$ cat src/include/swc_pkg.sv
// Package: timing constants, CRC polynomial and states for the single-wire slave
// Notes on behaviour
// - Every CRC is eight bits with polynomial x^8 + x^5 + x^4 + 1.
// - Identity code top byte is a CRC over its first 56 bits.
// - Write commands: device returns CRC over command, address and data.
// - Read commands: device returns CRC over command and address bytes.
// - Read-with-CRC: device gives CRC per page and over status bytes.
// - Device never stops or alters a sequence on CRC mismatch.
// - Read bit valid within 1 us of the fall, held at least 14 us.
// - After reset rise, device waits 15-60 us then pulls low 60-240 us.
// - Read zero: device pulls line low; read one: line left alone.
// - Line low beyond 120 us is taken as a reset.
package swc_pkg;
   localparam int CLK_NS = 100;
   localparam int RESET_DETECT_US = 120;
   localparam int PRESENCE_WAIT_US = 30;
   localparam int PRESENCE_PULSE_US = 120;
   localparam int SAMPLE_POINT_US = 30;
   localparam int READ_HOLD_US = 30;
   localparam int RESET_DETECT_CYC = (RESET_DETECT_US * 1000 + CLK_NS - 1) / CLK_NS;
   localparam int PRESENCE_WAIT_CYC = (PRESENCE_WAIT_US * 1000) / CLK_NS;
   localparam int PRESENCE_PULSE_CYC = (PRESENCE_PULSE_US * 1000) / CLK_NS;
   localparam int SAMPLE_POINT_CYC = (SAMPLE_POINT_US * 1000) / CLK_NS;
   localparam int READ_HOLD_CYC = (READ_HOLD_US * 1000) / CLK_NS;
   localparam int CNT_W = 12;
   localparam logic [7:0] CRC_POLY_REV = 8'h8c;
   localparam logic [7:0] CRC_RESET = 8'h00;
   typedef enum logic [2:0] {
      SWC_IDLE = 3'b000,
      SWC_LOW = 3'b001,
      SWC_PWAIT = 3'b011,
      SWC_PRES = 3'b010,
      SWC_SLOT = 3'b110,
      SWC_WAITHI = 3'b111
   } swc_state_t;
   function automatic logic [7:0] crc_step(input logic [7:0] crc, input logic bit_in);
      logic fb;
      fb = crc[0] ^ bit_in;
      crc_step = {1'b0, crc[7:1]} ^ (fb ? CRC_POLY_REV : 8'h00);
   endfunction
endpackage

$ cat src/include/swc_crc_if.sv
// Interface: bit stream into the CRC engine
`timescale 1ns/1ns
interface swc_crc_if;
   logic clear;
   logic shift;
   logic bit_in;
   logic [7:0] crc;
   modport link (output clear, output shift, output bit_in, input crc);
   modport engine (input clear, input shift, input bit_in, output crc);
endinterface

$ cat src/core/swc_crc.sv
// CRC-8 engine fed one bit at a time
`timescale 1ns/1ns
module swc_crc (
   input wire logic clk,
   input wire logic rst_n,
   swc_crc_if.engine crc_bus
);
   // ************************************
   // Shift register
   // ************************************
   always_ff @(posedge clk or negedge rst_n) begin
      if (!rst_n) begin
         crc_bus.crc <= swc_pkg::CRC_RESET;
      end else if (crc_bus.clear) begin
         crc_bus.crc <= swc_pkg::CRC_RESET;
      end else if (crc_bus.shift) begin
         crc_bus.crc <= swc_pkg::crc_step(crc_bus.crc, crc_bus.bit_in);
      end
   end

   a_crc_clear: assert property (@(posedge clk) disable iff (!rst_n)
      crc_bus.clear |=> crc_bus.crc == 8'h00)
      else $error("crc not cleared");
endmodule // swc_crc

$ cat src/core/swc_slave.sv
// Single-wire slave: reset/presence, time slots, CRC over the bit stream
`timescale 1ns/1ns
module swc_slave (
   input wire logic clk,
   input wire logic rst_n,
   input wire logic dq_in,
   output logic dq_out,
   output logic dq_oe,
   input wire logic tx_bit,
   input wire logic tx_mode,
   input wire logic crc_clear,
   input wire logic crc_send,
   output logic rx_bit,
   output logic rx_valid,
   output logic bus_reset,
   output logic [7:0] crc_value
);
   // ************************************
   // Pin synchroniser
   // ************************************
   logic [2:0] sync;
   logic line;
   logic fall;
   logic rise;
   always_ff @(posedge clk or negedge rst_n) begin
      if (!rst_n) begin
         sync <= 3'h7;
      end else begin
         sync <= {sync[1:0], dq_in};
      end
   end
   // line holds the last level on which stages two and three agreed; first stage feeds only the second
   always_ff @(posedge clk or negedge rst_n) begin
      if (!rst_n) begin
         line <= 1'b1;
      end else if (sync[1] == sync[2]) begin
         line <= sync[2];
      end
   end
   assign fall = line && (sync[1] == sync[2]) && !sync[2];
   assign rise = !line && (sync[1] == sync[2]) && sync[2];

   // ************************************
   // CRC engine
   // ************************************
   swc_crc_if crc_bus ();
   swc_crc u_crc (
      .clk(clk),
      .rst_n(rst_n),
      .crc_bus(crc_bus)
   );

   // ************************************
   // Slot state machine
   // ************************************
   swc_pkg::swc_state_t state;
   logic [swc_pkg::CNT_W-1:0] cnt;
   logic [swc_pkg::CNT_W-1:0] low_cnt;
   logic drive_zero;
   logic [7:0] send_crc;
   logic [2:0] send_idx;
   logic cur_tx;
   assign cur_tx = crc_send ? send_crc[send_idx] : tx_bit;

   // Low-time watchdog counts in every state; only SLOT and WAITHI act on it to reset
   always_ff @(posedge clk or negedge rst_n) begin
      if (!rst_n) begin
         low_cnt <= '0;
      end else if (line || drive_zero) begin
         // Own pull never counts: a 120 us presence would otherwise look like a reset
         low_cnt <= '0;
      end else if (low_cnt != swc_pkg::CNT_W'(swc_pkg::RESET_DETECT_CYC)) begin
         low_cnt <= low_cnt + 1'b1;
      end
   end

   always_ff @(posedge clk or negedge rst_n) begin
      if (!rst_n) begin
         state <= swc_pkg::SWC_IDLE;
         cnt <= '0;
         drive_zero <= 1'b0;
         rx_bit <= 1'b0;
         rx_valid <= 1'b0;
         bus_reset <= 1'b0;
      end else begin
         rx_valid <= 1'b0;
         bus_reset <= 1'b0;
         cnt <= cnt + 1'b1;
         unique case (state)
            swc_pkg::SWC_IDLE: begin
               if (fall) begin
                  cnt <= '0;
                  state <= swc_pkg::SWC_SLOT;
                  drive_zero <= tx_mode && !cur_tx;
               end
            end
            swc_pkg::SWC_SLOT: begin
               if (low_cnt == swc_pkg::CNT_W'(swc_pkg::RESET_DETECT_CYC)) begin
                  drive_zero <= 1'b0;
                  state <= swc_pkg::SWC_LOW;
               end else if (cnt == swc_pkg::CNT_W'(swc_pkg::SAMPLE_POINT_CYC)) begin
                  if (!tx_mode) begin
                     rx_bit <= line;
                     rx_valid <= 1'b1;
                  end
               end else if (cnt == swc_pkg::CNT_W'(swc_pkg::READ_HOLD_CYC + 1)) begin
                  drive_zero <= 1'b0;
                  state <= swc_pkg::SWC_WAITHI;
               end
            end
            swc_pkg::SWC_WAITHI: begin
               if (low_cnt == swc_pkg::CNT_W'(swc_pkg::RESET_DETECT_CYC)) begin
                  state <= swc_pkg::SWC_LOW;
               end else if (line) begin
                  state <= swc_pkg::SWC_IDLE;
               end
            end
            swc_pkg::SWC_LOW: begin
               if (rise) begin
                  cnt <= '0;
                  bus_reset <= 1'b1;
                  state <= swc_pkg::SWC_PWAIT;
               end
            end
            swc_pkg::SWC_PWAIT: begin
               if (cnt == swc_pkg::CNT_W'(swc_pkg::PRESENCE_WAIT_CYC)) begin
                  cnt <= '0;
                  drive_zero <= 1'b1;
                  state <= swc_pkg::SWC_PRES;
               end
            end
            swc_pkg::SWC_PRES: begin
               if (cnt == swc_pkg::CNT_W'(swc_pkg::PRESENCE_PULSE_CYC - 1)) begin
                  drive_zero <= 1'b0;
                  state <= swc_pkg::SWC_WAITHI;
               end
            end
            default: state <= swc_pkg::SWC_IDLE;
         endcase
      end
   end

   // ************************************
   // CRC feed; result goes out regardless of any mismatch
   // ************************************
   always_ff @(posedge clk or negedge rst_n) begin
      if (!rst_n) begin
         send_crc <= 8'h00;
         send_idx <= 3'h0;
      end else if (!crc_send) begin
         send_crc <= crc_bus.crc;
         send_idx <= 3'h0;
      end else if (state == swc_pkg::SWC_IDLE && fall) begin
         send_idx <= send_idx + 3'h1;
      end
   end
   assign crc_bus.clear = crc_clear || bus_reset;
   // Both directions feed the engine so command, address and data all count
   assign crc_bus.shift = !crc_send && ((rx_valid) ||
      (tx_mode && state == swc_pkg::SWC_IDLE && fall));
   assign crc_bus.bit_in = rx_valid ? rx_bit : tx_bit;

   always_ff @(posedge clk or negedge rst_n) begin
      if (!rst_n) begin
         crc_value <= 8'h00;
      end else begin
         crc_value <= crc_bus.crc;
      end
   end
   assign dq_out = 1'b0;
   assign dq_oe = drive_zero; // Open drain, low only

   // ************************************
   // Checks
   // ************************************
   // Length of the current pull, since long holds exceed any repetition count
   logic [swc_pkg::CNT_W-1:0] oe_len;
   always_ff @(posedge clk or negedge rst_n) begin
      if (!rst_n) begin
         oe_len <= '0;
      end else if (!dq_oe) begin
         oe_len <= '0;
      end else begin
         oe_len <= oe_len + 1'b1;
      end
   end

   a_presence_len: assert property (@(posedge clk) disable iff (!rst_n)
      $rose(state == swc_pkg::SWC_PRES) |-> dq_oe [*8])
      else $error("presence pulse too short");
   a_presence_wait: assert property (@(posedge clk) disable iff (!rst_n)
      bus_reset |-> !dq_oe [*8])
      else $error("presence started too early");
   a_read_zero_held: assert property (@(posedge clk) disable iff (!rst_n)
      $rose(dq_oe) && state == swc_pkg::SWC_SLOT |-> dq_oe [*8])
      else $error("read zero released early");
   a_read_one_quiet: assert property (@(posedge clk) disable iff (!rst_n)
      state == swc_pkg::SWC_IDLE && fall && tx_mode && cur_tx |=> !dq_oe [*8])
      else $error("read one drove line");
   a_long_low_reset: assert property (@(posedge clk) disable iff (!rst_n)
      low_cnt == swc_pkg::CNT_W'(swc_pkg::RESET_DETECT_CYC) |->
      ##[0:2] (state == swc_pkg::SWC_LOW || state == swc_pkg::SWC_PWAIT))
      else $error("long low not taken as reset");
   a_crc_reset_clr: assert property (@(posedge clk) disable iff (!rst_n)
      bus_reset |=> ##1 crc_value == 8'h00)
      else $error("crc not cleared on reset");
   a_presence_span: assert property (@(posedge clk) disable iff (!rst_n)
      $fell(dq_oe) && $past(state) == swc_pkg::SWC_PRES |->
      oe_len == swc_pkg::CNT_W'(swc_pkg::PRESENCE_PULSE_CYC))
      else $error("presence pulse length wrong");
   a_read_zero_span: assert property (@(posedge clk) disable iff (!rst_n)
      $fell(dq_oe) && $past(state) == swc_pkg::SWC_SLOT |->
      oe_len > swc_pkg::CNT_W'(swc_pkg::READ_HOLD_CYC))
      else $error("read zero hold too short");
   a_reset_presence: assert property (@(posedge clk) disable iff (!rst_n)
      bus_reset |-> state == swc_pkg::SWC_PWAIT)
      else $error("reset end did not start presence wait");
   c_presence: cover property (@(posedge clk) state == swc_pkg::SWC_PRES);
   c_rx_bit: cover property (@(posedge clk) rx_valid);
   c_read_zero: cover property (@(posedge clk) state == swc_pkg::SWC_SLOT && dq_oe);
   c_bus_reset: cover property (@(posedge clk) bus_reset);
   c_read_one: cover property (@(posedge clk) state == swc_pkg::SWC_IDLE && fall && tx_mode && cur_tx);
endmodule // swc_slave

$ cat config.mk
export PLATFORM = sky130hd
export DESIGN_NAME = swc_slave
export DESIGN_NICKNAME = d
export VERILOG_FILES = /design/src/include/swc_pkg.sv /design/src/include/swc_crc_if.sv /design/src/core/swc_crc.sv /design/src/core/swc_slave.sv
export SDC_FILE = /design/constraint.sdc
export NUM_CORES = 1
export LEC_CHECK = 0
export ABC_AREA = 1
export BUFFER_PORTS_ARGS = -buffer_cell sky130_fd_sc_hd__buf_2
export CORE_MARGIN = 3
export CORE_UTILIZATION = 40
export DETAILED_ROUTE_END_ITERATION = 10
export PLACE_DENSITY = 0.52
export SKIP_CTS_REPAIR_TIMING = 1
export SKIP_LAST_GASP = 1
export SLEW_MARGIN = 20
export SYNTH_ARGS = -nofsm -noshare
export SYNTH_HDL_FRONTEND = slang
export SYNTH_SLANG_ARGS = --single-unit
$ cat constraint.sdc
create_clock -name clk -period 1.9 [get_ports clk]
set_input_delay 0.19 -clock clk [delete_from_list [all_inputs] [get_ports clk]]
set_output_delay 0.19 -clock clk [all_outputs]
set_load 0.03 [all_outputs]
==> flow_results.xml, run 1 <==
<?xml version="1.0" encoding="UTF-8"?>
<metrics>
  <group name="clocking">
    <metric name="max-clock-path-buffers" unit="">2</metric>
    <metric name="clkLatencyLatePin" unit="ps">340</metric>
    <metric name="h_tree_levels" unit="">3</metric>
    <metric name="path_clk_slew" unit="ps">70</metric>
    <metric name="cts_made_buffers" unit="">9</metric>
    <metric name="tritoncts_num_sinks" unit="">62</metric>
    <metric name="master_cell_of_the_clock_root_buffer" unit="">sky130_fd_sc_hd__clkbuf_8</metric>
    <metric name="cts_tree" unit="">yes</metric>
  </group>
  <group name="synthesis">
    <metric name="adder_cell_share_of_the_synthesized_area" unit="%">2.36</metric>
    <metric name="synth.avg_cell_area" unit="um^2">7.85</metric>
    <metric name="portion_of_synthesized_cell_area_occupied_by_the_leading_cell_type" unit="%">45.5</metric>
    <metric name="post_synthesis_cell_type_with_the_largest_combined_area" unit="">sky130_fd_sc_hd__dfrtp_1</metric>
    <metric name="synth_cells" unit="">406</metric>
    <metric name="mappedNetlistArea" unit="um^2">3190</metric>
    <metric name="synth_top_family_by_area" unit="">simple AND/OR/NAND/NOR gates</metric>
    <metric name="yosysWarnings" unit="">0</metric>
    <metric name="synthXorXnorAreaFrac" unit="%">0.550</metric>
    <metric name="synth_compound_gate_area_share" unit="%">10.2</metric>
    <metric name="synth_nets" unit="">419</metric>
    <metric name="synth.area.mux_share" unit="%">0</metric>
    <metric name="simple_logic_cell_fraction_of_the_synthesized_area" unit="%">29.1</metric>
    <metric name="synth_seq_cells" unit="">62</metric>
    <metric name="synth.top_cells.by_area" unit="">sky130_fd_sc_hd__dfrtp_1, sky130_fd_sc_hd__nand2_1, sky130_fd_sc_hd__inv_1, sky130_fd_sc_hd__nand3_1, sky130_fd_sc_hd__nor2_1</metric>
    <metric name="yosysUniqueCellTypes" unit="">33</metric>
    <metric name="synth-seq-area-share" unit="%">48.8</metric>
  </group>
  <group name="final_layout">
    <metric name="finish.net_count" unit="">449</metric>
    <metric name="mostFrequentLayoutCell" unit="">sky130_fd_sc_hd__nand2_1</metric>
    <metric name="insertedDiodeCount" unit="">0</metric>
    <metric name="layoutNonFillerInstCount" unit="">540</metric>
    <metric name="layout-drive-gt1-share" unit="%">15.0</metric>
    <metric name="syn_to_layout_area_delta" unit="%">13.8</metric>
    <metric name="commonest_non_fill_non_tap_cells_in_the_layout" unit="">sky130_fd_sc_hd__nand2_1, sky130_fd_sc_hd__inv_1, sky130_fd_sc_hd__dfrtp_1</metric>
    <metric name="fillers" unit="">760</metric>
  </group>
  <group name="sta">
    <metric name="postLayoutSetupSlackWorst" unit="ps">209</metric>
    <metric name="clock_skew" unit="ps">10.6</metric>
    <metric name="worstMarginPinSlew" unit="ps">787</metric>
    <metric name="report.final.setup_viol" unit="">0</metric>
    <metric name="slew_headroom" unit="%">47.3</metric>
    <metric name="timing_hold_violations_final" unit="">0</metric>
    <metric name="final.setup.tns" unit="ps">0</metric>
    <metric name="final_period_utilization" unit="%">89.0</metric>
    <metric name="rsz0062_at_grt" unit="">no</metric>
    <metric name="finalWorstPathRequiredPeriod" unit="ps">1690</metric>
    <metric name="drv_slew" unit="">0</metric>
    <metric name="clock.fmax" unit="GHz">0.591</metric>
    <metric name="holdWs" unit="ps">204</metric>
  </group>
  <group name="drt">
    <metric name="dr_wl_met3" unit="um">274</metric>
    <metric name="drt_wl_total" unit="um">6550</metric>
    <metric name="via_per_inst" unit="">4.74</metric>
    <metric name="routedLengthMet1" unit="um">3420</metric>
    <metric name="drtAntennaViolNets" unit="">0</metric>
    <metric name="dr_wl_met2" unit="um">2740</metric>
    <metric name="dr.max_layer_used" unit="">met4</metric>
    <metric name="drtPass1Iterations" unit="">4</metric>
    <metric name="routed-via-count" unit="">2560</metric>
    <metric name="route.detailed.drc" unit="">0</metric>
    <metric name="drt-wirelength-per-cell" unit="um">12.1</metric>
    <metric name="drt-initial-drc-count" unit="">121</metric>
  </group>
  <group name="critical_path">
    <metric name="critPathArrivalTime" unit="ps">1920</metric>
    <metric name="worst-setup-path-type" unit="">register to register</metric>
    <metric name="critPathLaunchType" unit="">register</metric>
    <metric name="cp_common_cell" unit="">sky130_fd_sc_hd__nand2_1</metric>
    <metric name="timing.reg2reg.worst_path_depth" unit="">9</metric>
    <metric name="crit_family" unit="">simple AND/OR/NAND/NOR gates</metric>
    <metric name="cp_slowest_cell" unit="">sky130_fd_sc_hd__dfrtp_1</metric>
    <metric name="critical_path_buf_inv_count" unit="">1</metric>
    <metric name="endpoint_required_time_on_the_critical_path" unit="ps">2130</metric>
    <metric name="timing.critical_path.fanout_max" unit="">8</metric>
    <metric name="cp_cell_sequence" unit="">inv_1 -&gt; ha_1 -&gt; nand2_1 -&gt; nor2_1 -&gt; nand3_2 -&gt; a21oi_4 -&gt; nand3_2 -&gt; nand2_1 -&gt; nand2_1</metric>
    <metric name="critPathCaptureType" unit="">register</metric>
    <metric name="slowest_delay" unit="ps">390</metric>
    <metric name="crit_cells" unit="">9</metric>
  </group>
  <group name="power_and_ir_drop">
    <metric name="internal_power" unit="W">0.00252</metric>
    <metric name="seq_power_share" unit="%">40.2</metric>
    <metric name="pwr-share-clk" unit="%">29.0</metric>
    <metric name="ir_worst_vdd" unit="mV">0.457</metric>
    <metric name="combinationalPowerShare" unit="%">30.7</metric>
    <metric name="cellPowerDensity" unit="nW/um^2">1100</metric>
    <metric name="leakagePower" unit="nW">1.87</metric>
    <metric name="post-layout-total-power" unit="W">0.00397</metric>
    <metric name="total_switching_power" unit="W">0.00146</metric>
    <metric name="swShare" unit="%">36.7</metric>
  </group>
  <group name="floorplan">
    <metric name="floorplan.rows" unit="">31</metric>
    <metric name="initial_utilization" unit="%">42.6</metric>
    <metric name="core_area" unit="um^2">7490</metric>
    <metric name="boundaryPins" unit="">20</metric>
    <metric name="die_area" unit="um^2">9070</metric>
    <metric name="die_h" unit="um">95.3</metric>
    <metric name="die-width" unit="um">95.3</metric>
  </group>
  <group name="place">
    <metric name="pre_cts_ws" unit="ps">232</metric>
    <metric name="place_congestion" unit="">0.809</metric>
    <metric name="port_buffers" unit="">18</metric>
    <metric name="dpl.cell_count" unit="">522</metric>
    <metric name="place_hpwl" unit="um">4760</metric>
  </group>
  <group name="grt">
    <metric name="grt_start_max_net_pins" unit="">63</metric>
    <metric name="grtUsageTotal" unit="%">16.4</metric>
    <metric name="antenna_found_initial" unit="">0</metric>
    <metric name="grt_overflow_total" unit="">0</metric>
    <metric name="wire_length_of_the_first_global_routing_pass" unit="um">11400</metric>
    <metric name="grt_pass1_vias" unit="">2441</metric>
  </group>
  <group name="hold_path">
    <metric name="worst_hold_path.num_cells" unit="">3</metric>
    <metric name="worstHoldPathType" unit="">primary input to register</metric>
  </group>
  <group name="run">
    <metric name="drv_cap" unit="">0</metric>
  </group>
  <group name="status">
    <metric name="run_status" unit="">completed</metric>
  </group>
</metrics>
layer usage:
layer / vias up / track usage [%]
met5: - / 0
met4: 0 / 5.77
met3: 14 / 4.97
met2: 42 / 22.5
met1: 1164 / 24.1
li1: 1340 / -
registers in the layout (all words and copies together) (netlist names), 3 cells and up:
signal / count
send_crc: 8
low_cnt: 12
state: 3
cnt: 12
send_idx: 3
sync: 3
u_crc.crc_bus.crc: 8
crc_value: 8
final timing paths:
check                      slack, ps        from          end
setup / recovery                 210  low_cnt[0]     state[1]
hold / removal                   200    crc_send  send_idx[2]
setup reg to reg                 210  low_cnt[0]     state[1]
hold reg to reg                  350     sync[0]      sync[1]
max in group asynchronous       1180       rst_n      sync[0]
min in group asynchronous        400       rst_n   low_cnt[4]
through the flow:
step / cell area [um^2] / utilization [%]
finish: 3630 / 48.4
global route: 3630 / 48.4
CTS: 3610 / 48.2
detailed placement: 3410 / 45.6
global placement: 3410 / 45.6
floorplan: 3190 / -
tightest hold or removal path, cell delays in order:
cell and delay [ps]:
sky130_fd_sc_hd__buf_2 180, sky130_fd_sc_hd__o21ai_0 100, sky130_fd_sc_hd__a21oi_1 40
cell type report:
type	instances	area (um^2)	area share (%)
Clock buffer	12	145	4.00
Inverter	70	265	7.32
Tap cell	99	124	3.42
Multi-Input combinational cell	271	1350	37.2
Clock inverter	4	47.5	1.31
Sequential cell	62	1560	42.9
Timing Repair Buffer	22	138	3.80
power by group through the flow:
stage	clock network (W)	logic (W)	registers (W)
final	0.00115	0.00122	0.00160
after global placement	0	0.00122	0.00162
after floorplan	0	0.000928	0.00163
after CTS	0.00120	0.00123	0.00160
after global routing	0.00127	0.00142	0.00163
after detailed placement	0	0.00122	0.00162
synth_stat cells (all sizes together):
| cell type | n |
|---|---|
| nand2 | 108 |
| o22ai | 3 |
| conb | 1 |
| xor2 | 1 |
| clkbuf | 2 |
| o21ai | 34 |
| nand3 | 37 |
| nor3 | 7 |
| xnor2 | 1 |
| nor4 | 1 |
| inv | 70 |
| buf | 1 |
| dfstp | 4 |
| dfrtp | 58 |
| a21oi | 18 |
| o21bai | 1 |
| a31oi | 1 |
| a211oi | 1 |
| nor2 | 47 |
| ha | 6 |
| nand4 | 4 |
cell families after synthesis:
logic type / after synthesis
buffers and inverters: 73
adder cells (fa/ha/maj): 6
AO/OA/AOI/OAI: 58
XOR/XNOR: 2
other: 1
AND/OR/NAND/NOR: 204
flip-flops: 62
No activity file was read; power rests on OpenSTA's default activity.
==> run 2, diff against run 1 <==
--- a/config.mk
+++ b/config.mk
@@ -16,4 +16,5 @@
 export SLEW_MARGIN = 20
 export SYNTH_ARGS = -nofsm -noshare
 export SYNTH_HDL_FRONTEND = slang
+export SYNTH_HIERARCHICAL = 1
 export SYNTH_SLANG_ARGS = --single-unit
==> run 2 against run 1 <==
  * Count of clock-buffer cells in the layout decreased by 3
  * Core utilization decreased by 0.42 points
  * Die area increased by 2.2%
  * Worst hold slack got worse by 57 ps
  * Wire length increased by 3.3%
  * Non-clock buffer count unchanged
  * Combinational power increased by 5%
  * Fmax increased by 1.1%
  * Via count increased by 1.4%
  * Cell count increased by 1.5%
  * Sequential power decreased by 3%
  * Synthesized cell count increased by 0.99%
  * Largest cell class unchanged
==> flow_results.xml, run 2 <==
<?xml version="1.0" encoding="UTF-8"?>
<metrics>
  <group name="status">
    <metric name="run_status" unit="">completed</metric>
  </group>
  <group name="synthesis">
    <metric name="synth_seq_cells" unit="">62</metric>
    <metric name="synth.avg_cell_area" unit="um^2">7.96</metric>
    <metric name="synth.top_cells.by_area" unit="">sky130_fd_sc_hd__dfrtp_1, sky130_fd_sc_hd__nand2_1, sky130_fd_sc_hd__inv_1, sky130_fd_sc_hd__nand3_1, sky130_fd_sc_hd__nor2_1</metric>
    <metric name="yosysWarnings" unit="">6</metric>
    <metric name="mappedNetlistArea" unit="um^2">3260</metric>
    <metric name="portion_of_synthesized_cell_area_occupied_by_the_leading_cell_type" unit="%">44.5</metric>
    <metric name="synth.most_common_cell" unit="">sky130_fd_sc_hd__nand2_1</metric>
    <metric name="synth_cells" unit="">410</metric>
    <metric name="synth-seq-area-share" unit="%">47.7</metric>
    <metric name="post_synthesis_cell_type_with_the_largest_combined_area" unit="">sky130_fd_sc_hd__dfrtp_1</metric>
    <metric name="asyncSetResetFlopFracSynth" unit="%">100</metric>
    <metric name="synth_nets" unit="">423</metric>
    <metric name="yosysUniqueCellTypes" unit="">34</metric>
    <metric name="synth_edf_count" unit="">0</metric>
    <metric name="netlist_top_cells_count" unit="">sky130_fd_sc_hd__nand2_1, sky130_fd_sc_hd__dfrtp_1, sky130_fd_sc_hd__inv_1</metric>
    <metric name="dominantRegCellSynth" unit="">sky130_fd_sc_hd__dfrtp_1</metric>
  </group>
  <group name="clocking">
    <metric name="cts_made_buffers" unit="">9</metric>
    <metric name="master_cell_of_the_clock_root_buffer" unit="">sky130_fd_sc_hd__clkbuf_8</metric>
    <metric name="max-clock-path-buffers" unit="">2</metric>
    <metric name="path_clk_slew" unit="ps">80</metric>
    <metric name="clkLatencyLatePin" unit="ps">350</metric>
    <metric name="tritoncts_num_sinks" unit="">62</metric>
    <metric name="h_tree_levels" unit="">3</metric>
    <metric name="cts_tree" unit="">yes</metric>
  </group>
  <group name="final_layout">
    <metric name="syn_to_layout_area_delta" unit="%">14.9</metric>
    <metric name="fillers" unit="">773</metric>
    <metric name="reg_top3" unit="">cnt (12), low_cnt (12)</metric>
    <metric name="finish.net_count" unit="">454</metric>
    <metric name="commonest_non_fill_non_tap_cells_in_the_layout" unit="">sky130_fd_sc_hd__nand2_1, sky130_fd_sc_hd__dfrtp_1, sky130_fd_sc_hd__inv_1</metric>
    <metric name="stdcell_area" unit="um^2">3750</metric>
    <metric name="layoutNonFillerInstCount" unit="">548</metric>
    <metric name="insertedDiodeCount" unit="">0</metric>
    <metric name="layout-drive-gt1-share" unit="%">21.5</metric>
    <metric name="mostFrequentLayoutCell" unit="">sky130_fd_sc_hd__nand2_1</metric>
    <metric name="final_core_util" unit="%">48.0</metric>
  </group>
  <group name="sta">
    <metric name="timing_hold_violations_final" unit="">0</metric>
    <metric name="report.final.setup_viol" unit="">0</metric>
    <metric name="worstMarginPinSlew" unit="ps">525</metric>
    <metric name="final_period_utilization" unit="%">88.1</metric>
    <metric name="clock_skew" unit="ps">5.78</metric>
    <metric name="final.setup.tns" unit="ps">0</metric>
    <metric name="holdWs" unit="ps">148</metric>
    <metric name="rsz0062_at_grt" unit="">no</metric>
    <metric name="clock.fmax" unit="GHz">0.598</metric>
    <metric name="drv_slew" unit="">0</metric>
    <metric name="slew_headroom" unit="%">64.8</metric>
    <metric name="finalWorstPathRequiredPeriod" unit="ps">1670</metric>
  </group>
  <group name="grt">
    <metric name="grt_start_max_net_pins" unit="">63</metric>
    <metric name="wire_length_of_the_first_global_routing_pass" unit="um">11400</metric>
    <metric name="grtUsageTotal" unit="%">16.2</metric>
    <metric name="grt_pass1_vias" unit="">2457</metric>
    <metric name="grt_overflow_total" unit="">0</metric>
    <metric name="antenna_found_initial" unit="">0</metric>
  </group>
  <group name="floorplan">
    <metric name="die_h" unit="um">96.3</metric>
    <metric name="die-width" unit="um">96.3</metric>
    <metric name="die_area" unit="um^2">9280</metric>
    <metric name="boundaryPins" unit="">20</metric>
    <metric name="floorplan.rows" unit="">32</metric>
    <metric name="core_area" unit="um^2">7810</metric>
    <metric name="initial_utilization" unit="%">41.8</metric>
  </group>
  <group name="power_and_ir_drop">
    <metric name="ir_worst_vdd" unit="mV">0.441</metric>
    <metric name="cellPowerDensity" unit="nW/um^2">1120</metric>
    <metric name="leakagePower" unit="nW">1.85</metric>
  </group>
  <group name="run">
    <metric name="drv_cap" unit="">0</metric>
  </group>
  <group name="hold_path">
    <metric name="worst_hold_path.num_cells" unit="">3</metric>
    <metric name="timing.hold.worst_endpoint" unit="">send_idx[2]</metric>
    <metric name="worstHoldPathType" unit="">primary input to register</metric>
    <metric name="hold_crit_start" unit="">crc_send</metric>
  </group>
  <group name="critical_path">
    <metric name="rr_endpoint" unit="">u_crc/crc_bus.crc[1]</metric>
    <metric name="timing.reg2reg.worst_path_depth" unit="">11</metric>
    <metric name="critPathCaptureType" unit="">register</metric>
    <metric name="timing.critical_path.fanout_max" unit="">7</metric>
    <metric name="critPathArrivalTime" unit="ps">1950</metric>
    <metric name="critPathLaunchType" unit="">register</metric>
    <metric name="worst-setup-path-type" unit="">register to register</metric>
    <metric name="crit-reg2reg-launch" unit="">state[0]</metric>
    <metric name="endpoint_required_time_on_the_critical_path" unit="ps">2180</metric>
    <metric name="reg2reg_slack" unit="ps">230</metric>
  </group>
  <group name="drt">
    <metric name="drt_wl_total" unit="um">6760</metric>
    <metric name="route.detailed.drc" unit="">0</metric>
    <metric name="drt-wirelength-per-cell" unit="um">12.3</metric>
    <metric name="via_per_inst" unit="">4.74</metric>
    <metric name="drtPass1Iterations" unit="">6</metric>
    <metric name="drtAntennaViolNets" unit="">0</metric>
    <metric name="drt-initial-drc-count" unit="">106</metric>
    <metric name="routed-via-count" unit="">2597</metric>
  </group>
  <group name="place">
    <metric name="placedInstanceArea" unit="um^2">3500</metric>
    <metric name="place_congestion" unit="">0.792</metric>
    <metric name="place_hpwl" unit="um">4900</metric>
    <metric name="dpl.cell_count" unit="">530</metric>
    <metric name="port_buffers" unit="">18</metric>
  </group>
</metrics>
-- run 2: cell types whose count changed after synthesis, sizes merged, moves of 2 or more --
| cell | before | now |
|---|---|---|
| xor2 | 1 | 3 |
| nand2 | 108 | 110 |
| o21ai | 34 | 31 |
| nand3 | 37 | 35 |
| o22ai | 3 | 1 |
| nand4 | 4 | 6 |
| nor2 | 47 | 49 |
-- run 2: cells by family (layout without fill, tap and decap cells) --
group | count (synthesis) | count (layout) | synth area share, %
adders and majority gates | 6 | 6 | 2.30
other | 1 | 1 | 0.115
AOI/OAI and AO/OA | 51 | 51 | 9.24
buffers and inverters | 74 | 110 | 8.67
xor gates and xnor gates | 3 | 3 | 0.805
muxes | 1 | 1 | 0.345
and+or+nand+nor | 212 | 212 | 30.8
DFF | 62 | 62 | 47.7
-- run 2: layer usage --
layer	vias up	global-route usage, %	routed length (um)
li1	1352	-	-
met1	1199	22.3	3390
met2	35	24.5	3060
met3	11	3.05	194
met4	0	7.71	117
met5	-	0	0
-- run 2: stage by stage --
step / setup slack, ps / power, W
after floorplan: 267 / 0.00254
after global placement: 223 / 0.00285
after detailed placement: 174 / 0.00286
after CTS: 139 / 0.00425
after global routing: 41.1 / 0.00451
final: 227 / 0.00419
-- run 2: worst max path at each step --
| stage | to | slack [ps] | cells after the start | from |
|---|---|---|---|---|
| 2_1_floorplan | u_crc/crc_bus.crc[7] | 270 | 11 | state[2] |
| 3_3_place_gp | u_crc/crc_bus.crc[1] | 220 | 11 | state[0] |
| 3_5_place_dp | u_crc/crc_bus.crc[7] | 170 | 11 | state[0] |
| 4_1_cts | u_crc/crc_bus.crc[1] | 140 | 11 | state[0] |
| 5_1_grt | state[1] | 40 | 11 | cnt[0] |
| 6_report | u_crc/crc_bus.crc[1] | 230 | 11 | state[0] |
-- run 2: worst max-delay path, cell delays in order (launching register included) --
cell and delay [ps]:
sky130_fd_sc_hd__dfrtp_1 450, sky130_fd_sc_hd__inv_1 90, sky130_fd_sc_hd__nand2_2 50, sky130_fd_sc_hd__nor2_2 140
sky130_fd_sc_hd__inv_2 60, sky130_fd_sc_hd__nor2_1 170, sky130_fd_sc_hd__a21oi_1 110, sky130_fd_sc_hd__nor2_2 190
sky130_fd_sc_hd__nand2_2 110, sky130_fd_sc_hd__inv_2 110, sky130_fd_sc_hd__nand2_1 70, sky130_fd_sc_hd__o21ai_2 50
-- run 2: layout make-up --
class / count / area [um^2] / share of cell area [%]
Clock buffer: 9 / 124 / 3.30
Clock inverter: 7 / 105 / 2.80
Inverter: 72 / 272 / 7.24
Multi-Input combinational cell: 274 / 1430 / 38.1
Sequential cell: 62 / 1560 / 41.5
Tap cell: 102 / 128 / 3.40
Timing Repair Buffer: 22 / 138 / 3.67
-- run 2: report_power, final --
part	internal (W)	total [W]	leakage [nW]	switching, W
registers	0.00144	0.00156	0.839	0.000115
clock network	0.000759	0.00135	0.112	0.000596
logic	0.000430	0.00128	0.900	0.000851
